**config.mk**
```make
export PLATFORM = sky130hd
export DESIGN_NAME = gpmux_top
export DESIGN_NICKNAME = d
export VERILOG_FILES = /design/src/gpmux_pkg.sv /design/src/gpmux_top.sv /design/src/gpmux_sync.sv
export SDC_FILE = /design/constraint.sdc
export NUM_CORES = 1
export LEC_CHECK = 0
export ABC_AREA = 1
export BUFFER_PORTS_ARGS = -buffer_cell sky130_fd_sc_hd__buf_2
export CORE_ASPECT_RATIO = 1.1
export CORE_UTILIZATION = 45
export CTS_BUF_LIST = sky130_fd_sc_hd__clkbuf_4
export CTS_CLUSTER_SIZE = 28
export DETAILED_ROUTE_END_ITERATION = 6
export PLACE_DENSITY_LB_ADDON = 0.3
export SYNTH_ARGS = -nofsm -noshare
export SYNTH_HDL_FRONTEND = slang
export SYNTH_SLANG_ARGS = --single-unit
export TNS_END_PERCENT = 30
```
**constraint.sdc**
```tcl
create_clock -name clk_sys_in -period 1.1 [get_ports clk_sys_in]
set_input_delay 0.055 -clock clk_sys_in [delete_from_list [all_inputs] [get_ports clk_sys_in]]
set_output_delay 0.055 -clock clk_sys_in [all_outputs]
set_load 0.05 [all_outputs]
```
**src/gpmux_pkg.sv**
```systemverilog
// Package: constants and carrier types for the general-purpose pin mux
package gpmux_pkg;

    // Width of one pin function code
    localparam int FUNC_W = 4;
    // Reset value of the pin function select field
    localparam logic [7:0] SEL_RESET = 8'hAB;
    // Field positions inside the select field
    localparam int PIN1_LSB = 4;
    localparam int PIN0_LSB = 0;

    // Function codes
    localparam logic [3:0] FN_FORCE_HOLD  = 4'h1;
    localparam logic [3:0] FN_VCTRL_FORCE = 4'h2;
    localparam logic [3:0] FN_MAN_REF_SEL = 4'h7;
    localparam logic [3:0] FN_LOCK_JIT    = 4'h8;
    localparam logic [3:0] FN_LOCK_SYN    = 4'h9;
    localparam logic [3:0] FN_LOCK_BOTH   = 4'hA;
    localparam logic [3:0] FN_ACT_ALARM   = 4'hB;
    localparam logic [3:0] FN_HOLDOVER    = 4'hC;
    localparam logic [3:0] FN_INTERRUPT   = 4'hD;
    localparam logic [3:0] FN_SEL_REF_OUT = 4'hF;

    // Reference selection values
    localparam logic [1:0] REF_A = 2'h0;
    localparam logic [1:0] REF_B = 2'h1;

    // Internal status gathered for the output functions
    typedef struct packed {
        logic       jit_locked;   // Jitter PLL lock
        logic       syn_locked;   // Synth PLL lock
        logic [1:0] los;          // Loss of signal per reference
        logic       in_holdover;  // Device in holdover
        logic       irq_pending;  // Unmasked latched status set
        logic [1:0] ref_selected; // Currently selected reference
    } gpmux_status_s;

    // Internal controls produced toward the PLL logic
    typedef struct packed {
        logic       force_hold;   // Force holdover
        logic       vctrl_force;  // Force control voltage to mid
        logic [1:0] ref_sel;      // Manual reference selection
    } gpmux_ctrl_s;

endpackage : gpmux_pkg

```
**src/gpmux_top.sv**
```systemverilog
// General-purpose pin function multiplexer for two configurable pins
`timescale 1ns/1ps

// Summary of operation
// - Each pin independently input or output, except pin0 codes 0111/1111, which take both pins
// - Bits 7:4 pin 1, 3:0 pin 0
// - Status output keeps status bit polarity, except codes 1011/1100, which are active low
// - Invert flag flips only output pins
// - Pin input replaces internal control bit
// - Code 0001 forces holdover when high
// - Code 0010 forces control voltage mid
// - Pin0 code 0111: both pins select reference
// - Pin selection overrides programmed reference selection
// - Codes 1000/1001 show each PLL lock
// - Code 1010 high when both locked
// - Code 1011 low on enabled input LOS
// - Code 1100 low while in holdover
// - Code 1101 high on unmasked latched status
// - Pin0 code 1111: both pins show reference
// - Reset codes: pin0 1011, pin1 1010
// - Interrupt output holds until sources cleared
module gpmux_top (
    // Clock and reset
    input  wire logic                  clk_sys_in,
    input  wire logic                  rst_n_in,
    // Configuration register port
    input  wire logic                  sel_we_in,
    input  wire logic [7:0]            sel_wdata_in,
    output logic      [7:0]            pin_function_select_out,
    input  wire logic                  output_invert_in,
    // Internal controls and status
    input  wire logic                  pll0_vctrl_force_bit_in,
    input  wire logic                  force_hold_bit_in,
    input  wire logic [1:0]            auto_manual_select_in,
    input  wire logic [1:0]            input_disable_in,
    input  wire gpmux_pkg::gpmux_status_s status_in,
    output gpmux_pkg::gpmux_ctrl_s     ctrl_out,
    // Pins
    input  wire logic [1:0]            pin_in,
    output logic      [1:0]            pin_out,
    output logic      [1:0]            pin_oe_out
);

    // All state of the mux
    typedef struct packed {
        logic [7:0]            sel;   // Function select field
        logic [1:0]            po;    // Pin drive level
        logic [1:0]            oe;    // Pin drive enable
        gpmux_pkg::gpmux_ctrl_s ctrl; // Controls toward PLL logic
    } gpmux_state_s;

    gpmux_state_s st;       // Registered state
    gpmux_state_s next_st;  // Next state
    logic [1:0]   pin_lvl;  // Synchronised pin levels

    ////////////////////////////////////////////////////////////////////////
    // Input synchroniser; pins come from the board's domain
    gpmux_sync #(
        .W (2)
    ) u_sync (
        .clk_sys_in (clk_sys_in),
        .rst_n_in   (rst_n_in),
        .raw_in     (pin_in),
        .clean_out  (pin_lvl)
    );

    ////////////////////////////////////////////////////////////////////////
    // Decode a function code into a status level
    function automatic logic [1:0] out_level(
        input logic [3:0]               code,
        input gpmux_pkg::gpmux_status_s s,
        input logic [1:0]               dis
    );
        // Bit 1 is the drive enable, bit 0 the level
        logic [1:0] r;
        r = 2'h0;
        unique case (code)
            gpmux_pkg::FN_LOCK_JIT:  r = {1'b1, s.jit_locked};
            gpmux_pkg::FN_LOCK_SYN:  r = {1'b1, s.syn_locked};
            gpmux_pkg::FN_LOCK_BOTH:
                r = {1'b1, s.jit_locked & s.syn_locked};
            gpmux_pkg::FN_ACT_ALARM:
                r = {1'b1, ~|(s.los & ~dis)};
            gpmux_pkg::FN_HOLDOVER:  r = {1'b1, ~s.in_holdover};
            // Level follows pending sources, so it holds until all clear
            gpmux_pkg::FN_INTERRUPT: r = {1'b1, s.irq_pending};
            default:                 r = 2'h0;
        endcase
        return r;
    endfunction : out_level

    ////////////////////////////////////////////////////////////////////////
    // Next-state logic for pins, controls and configuration
    always_comb
    begin
        logic [3:0] code [2];
        logic [1:0] lv;
        next_st = st;
        code[0] = st.sel[gpmux_pkg::PIN0_LSB +: gpmux_pkg::FUNC_W];
        code[1] = st.sel[gpmux_pkg::PIN1_LSB +: gpmux_pkg::FUNC_W];
        lv      = 2'h0;

        // Software write of the select field
        if (sel_we_in)
        begin
            next_st.sel = sel_wdata_in;
        end

        // Internal controls are the defaults unless a pin replaces them
        next_st.ctrl.force_hold  = force_hold_bit_in;
        next_st.ctrl.vctrl_force = pll0_vctrl_force_bit_in;
        next_st.ctrl.ref_sel     = auto_manual_select_in;
        next_st.po = 2'h0;
        next_st.oe = 2'h0;

        if (code[0] == gpmux_pkg::FN_MAN_REF_SEL)
        begin
            // Both pins form the reference select input
            next_st.ctrl.ref_sel = pin_lvl;
        end
        else if (code[0] == gpmux_pkg::FN_SEL_REF_OUT)
        begin
            // Both pins show the selected reference
            next_st.oe = 2'h3;
            next_st.po = status_in.ref_selected
                         ^ {2{output_invert_in}};
        end
        else
        begin
            // Per-pin independent function
            for (int i = 0; i < 2; i++)
            begin
                // Conflicting levels on a shared input are the board's
                // problem; the OR merge below is simply what falls out
                if (code[i] == gpmux_pkg::FN_FORCE_HOLD)
                begin
                    if (i == 0 || code[0] != gpmux_pkg::FN_FORCE_HOLD)
                    begin
                        next_st.ctrl.force_hold = 1'b0;
                    end
                end
                if (code[i] == gpmux_pkg::FN_VCTRL_FORCE)
                begin
                    if (i == 0 || code[0] != gpmux_pkg::FN_VCTRL_FORCE)
                    begin
                        next_st.ctrl.vctrl_force = 1'b0;
                    end
                end
            end
            for (int i = 0; i < 2; i++)
            begin
                if (code[i] == gpmux_pkg::FN_FORCE_HOLD)
                begin
                    next_st.ctrl.force_hold =
                        next_st.ctrl.force_hold | pin_lvl[i];
                end
                if (code[i] == gpmux_pkg::FN_VCTRL_FORCE)
                begin
                    next_st.ctrl.vctrl_force =
                        next_st.ctrl.vctrl_force | pin_lvl[i];
                end
                lv = out_level(code[i], status_in, input_disable_in);
                next_st.oe[i] = lv[1];
                // Same polarity as status unless inverted
                next_st.po[i] = lv[1] & (lv[0] ^ output_invert_in);
            end
        end
    end

    // State register with synchronous reset
    always_ff @(posedge clk_sys_in)
    begin
        if (!rst_n_in)
        begin
            st     <= '0;
            st.sel <= gpmux_pkg::SEL_RESET;
        end
        else
        begin
            st <= next_st;
        end
    end

    // Outputs straight from flip-flops
    assign pin_function_select_out = st.sel;
    assign pin_out                 = st.po;
    assign pin_oe_out              = st.oe;
    assign ctrl_out                = st.ctrl;

    ////////////////////////////////////////////////////////////////////////
    // Checks
    reset_value_a: assert property (@(posedge clk_sys_in)
        $rose(rst_n_in) |-> pin_function_select_out == gpmux_pkg::SEL_RESET)
        else $error("select field not at reset value");

    lock_both_a: assert property (@(posedge clk_sys_in)
        disable iff (!rst_n_in)
        (st.sel == 8'hA0 && !sel_we_in && !output_invert_in)
        |=> pin_out[1] == ($past(status_in.jit_locked)
                           & $past(status_in.syn_locked)))
        else $error("combined lock output wrong");

    hold_force_a: assert property (@(posedge clk_sys_in)
        disable iff (!rst_n_in)
        (st.sel[3:0] == 4'h1 && !sel_we_in)
        // Pin 1 on the same function merges in by OR while levels settle
        |=> ctrl_out.force_hold == ($past(pin_lvl[0])
                                    | ($past(st.sel[7:4]) == 4'h1
                                       && $past(pin_lvl[1]))))
        else $error("force holdover not from pin");

    reserved_idle_a: assert property (@(posedge clk_sys_in)
        disable iff (!rst_n_in)
        (st.sel == 8'h00 && !sel_we_in) |=> pin_oe_out == 2'h0)
        else $error("reserved code drives pin");

    man_ref_a: assert property (@(posedge clk_sys_in)
        disable iff (!rst_n_in)
        (st.sel[3:0] == 4'h7 && !sel_we_in)
        |=> ctrl_out.ref_sel == $past(pin_lvl) && pin_oe_out == 2'h0)
        else $error("manual reference select not from pins");

    ref_out_a: assert property (@(posedge clk_sys_in)
        disable iff (!rst_n_in)
        (st.sel[3:0] == 4'hF && !sel_we_in)
        |=> pin_out == ($past(status_in.ref_selected)
                        ^ {2{$past(output_invert_in)}}))
        else $error("selected reference output wrong");

    irq_out_a: assert property (@(posedge clk_sys_in)
        disable iff (!rst_n_in)
        (st.sel[3:0] == 4'hD && !sel_we_in)
        |=> pin_out[0] == ($past(status_in.irq_pending)
                           ^ $past(output_invert_in)))
        else $error("interrupt output wrong");

    alarm_out_a: assert property (@(posedge clk_sys_in)
        disable iff (!rst_n_in)
        (st.sel[3:0] == 4'hB && !sel_we_in && !output_invert_in)
        |=> pin_out[0] == ~|($past(status_in.los)
                             & ~$past(input_disable_in)))
        else $error("activity alarm output wrong");

endmodule : gpmux_top

```
**src/gpmux_sync.sv**
```systemverilog
// Three-stage synchroniser with second/third agreement for pin inputs
`timescale 1ns/1ps

module gpmux_sync #(
    parameter int W = 2  // Number of pins
) (
    // Clock and reset
    input  wire logic         clk_sys_in,
    input  wire logic         rst_n_in,
    // Raw and clean levels
    input  wire logic [W-1:0] raw_in,
    output logic      [W-1:0] clean_out
);

    // All state of the synchroniser
    typedef struct packed {
        logic [W-1:0] s1;   // First stage, read only by s2
        logic [W-1:0] s2;   // Second stage
        logic [W-1:0] s3;   // Third stage
        logic [W-1:0] lvl;  // Accepted level
    } gpmux_sync_s;

    gpmux_sync_s st;       // Registered state
    gpmux_sync_s next_st;  // Next state

    ////////////////////////////////////////////////////////////////////////
    // Shift stages; level only moves once stages two and three agree
    always_comb
    begin
        next_st    = st;
        next_st.s1 = raw_in;
        next_st.s2 = st.s1;
        next_st.s3 = st.s2;
        for (int i = 0; i < W; i++)
        begin
            // Agreement filters a single-cycle glitch
            if (st.s2[i] == st.s3[i])
            begin
                next_st.lvl[i] = st.s3[i];
            end
        end
    end

    // Register with synchronous reset
    always_ff @(posedge clk_sys_in)
    begin
        if (!rst_n_in)
        begin
            st <= '0;
        end
        else
        begin
            st <= next_st;
        end
    end

    assign clean_out = st.lvl;

endmodule : gpmux_sync

```
==> results.md <==
- Number of DRC violations after detailed routing: 0
- #FFs+latches synth: 24
- Cell count after synthesis: 169
- Final setup violation count: 6
- Number of H-tree levels: 1
- Syn_nets: approximately 200
- Number of nets in the layout: ~260
- Tightest slew margin relative to the limit: 0.819
- Most common cell in the synthesized netlist: nand2_1
- Top cell type by total area after synthesis: dfxtp_1
- TritonCTS clock tree: yes
- Violated checks: negative setup slack
- Setup repair after global routing missed its margin: yes
- Core Box Area: 2300 sq um
- Period minus WS final: around 1200 ps
- Arrival time of the worst setup path: 1340 ps
- Via count normalized by instance count: around 5
- Peak VDD IR: about 1.1 mV
- Sequential share of the synthesized area: 0.431
- Synthesis-to-layout area growth: 45.8%
- Post-detailed-route wirelength per cell: approximately 11 microns
- Commonest register cell after synthesis: dfxtp_1
- Die area: approximately 2700 sq um
- Post-route antenna net violation count: 0
- Biggest area contributors in the synthesized netlist: dfxtp_1, nand2_1, inv_1
- Static Leak: 0.852 nW
- Worst setup EP type: flop
- Type of origin of the critical path: flop
- Number of global-route vias before repair: 1093
- Number of enable-type register cells in the synthesized netlist: 0
- Clock Skew: roughly 13 ps
- ANT cells: 0
- Final worst-path setup slack: -54.3 ps
- Cell types with the highest counts after synthesis: nand2_1, inv_1, dfxtp_1, nor2_1, o21ai_0
- Max-cap violations: 0
- Worst-path clk slew: 130 ps
- Number of vias in the routed layout: 1305
- Port Buffer Count: 43
- Starting density of the core: 0.485
- Number of CTS-inserted buffers: 3
- Post-synthesis average cell area: ~6.6 sq um
- Maximum number of pins on one net before global-route repair: 14
- Max FO, Critical Path: 4
- Flop-to-flop setup slack: -50 ps
- TritonCTS sink count: 24
- Netlist area before placement: 1110 sq um
- Run status: complete, but fails checks
- Achievable frequency: between 800 and 900 MHz
- Data required time of the critical path: between 1000 and 1500 ps
- Worst setup slack before clock tree synthesis: -96.2 ps
- Remaining global-route overflow: 0
- Warnings from Yosys: 0
- Overall track demand over capacity in global routing: 0.222
- Drt initial violations: between 50 and 60
- Transition time at the pin with the least slew margin: between 200 and 300 ps
- Post-synth top area share: 0.431
- Die height: 54.2 microns
- Drt first pass iters: 4
- Number of I/O pins: 44
- Classification of the worst setup path: flop to flop
- Clock Tree Root: clkbuf_4
- Hpwl dp: around 2100 microns
- Placer's final routability congestion estimate: 0.854
- Final worst path period share: 1.05
- # rows: 18
- Initial antenna violation count: 0
- Pwr Density: about 1200 nW/um^2
- First-pass GRT wire length: 4400 microns
- Worst-Skew Late Latency: 310 ps
- Fraction of registers with async set or reset after synthesis: 0
- Horizontal die dimension: between 40 and 50 microns
- Post-layout power: between 1.5 and 2 mW
- Hold Crit Class: input pin to flop
- Clk buf depth: 2
- Max Slew Vio Count: 0
- Number of hold violations in the final report: 0
- Routed Wire Length: just under 3000 microns
- Count of cell types in the netlist: 18
- Proportion of layout cells with a drive suffix above 1: 0.376
per-stage QoR:
step                      area, sq um  std cells  hold WS [ps]  setup TNS, ps   util
after floorplan                  1170        169           153           -142      -
after global placement           1450        245           237          -65.3  0.631
after detailed placement         1450        245           240           -152  0.631
after CTS                        1590        257          13.5          -60.3  0.693
after global routing             1630        259          32.7           -582  0.708
final                            1630        259          19.0           -170  0.708
sequential cells by signal, indices dropped and copies added, names as in the netlist:
register	cells
pin_function_select_out	8
ctrl_out	4
u_sync.next_st	4
pin_oe_out	2
pin_out	2
u_sync.clean_out	2
u_sync.st	2
cells in the final DEF (no fill, tap or decap), drive strengths merged:
| cell | n |
|---|---|
| a211oi | 1 |
| a21o | 1 |
| a21oi | 17 |
| a31oi | 1 |
| buf | 51 |
| clkbuf | 4 |
| dfxtp | 24 |
| dlygate4sd3 | 7 |
| inv | 30 |
| nand2 | 38 |
| nand3 | 8 |
| nand4 | 4 |
| nor2 | 20 |
| nor3 | 2 |
| o21ai | 19 |
| or2 | 1 |
| xor2 | 1 |
kinds of logic after synthesis:
family	share of synthesized area
XOR/XNOR	0.00786
buffers and inverters	0.108
AO/OA/AOI/OAI	0.181
flip-flops	0.431
AND/OR/NAND/NOR	0.273
area by class of cell:
cell class | instances | area (sq um)
Clock buffer | 4 | 30.0
Fill cell | 209 | 672
Inverter | 30 | 118
Multi-Input combinational cell | 113 | 574
Sequential cell | 24 | 510
Tap cell | 30 | 37.5
Timing Repair Buffer | 58 | 355
routing by layer:
layer	share of wire	wire, microns	global-route usage
met1	0.40	1170	0.229
met4	0.037	108	0.110
met3	0.066	194	0.0452
met2	0.50	1470	0.434
met5	0	0	0
repair_timing:
item | in CTS | in global routing
buffers inserted | 1 | 2
endpoints found under the setup margin | 9 | 9
gates resized for setup | 17 | 4
hold buffers | 7 | 0
endpoints found under the hold margin | 7 | 0
pin swaps | 3 | 1
where the power goes:
part / leakage [nW] / internal (mW) / switching (mW)
clock: 0.0184 / 0.166 / 0.240
combinational: 0.633 / 0.193 / 0.366
sequential: 0.201 / 0.920 / 0.0471
critical path, cell delays in order, from the launching register on:
cell	delay [ps]
dfxtp_4	400
inv_4	50
nand4_1	120
buf_4	140
nor2_2	40
a211oi_1	200
a21oi_1	90
worst paths after layout:
check | start | endpoint | cells after the start
max reg2reg | pin_function_select_out[7] | ctrl_out[2] | 6
min | sel_wdata_in[6] | pin_function_select_out[6] | 3
max | pin_function_select_out[7] | ctrl_out[2] | 6
min reg2reg | u_sync.next_st[4] | u_sync.next_st[2] | 2
Power figures use the tool's default switching activity.
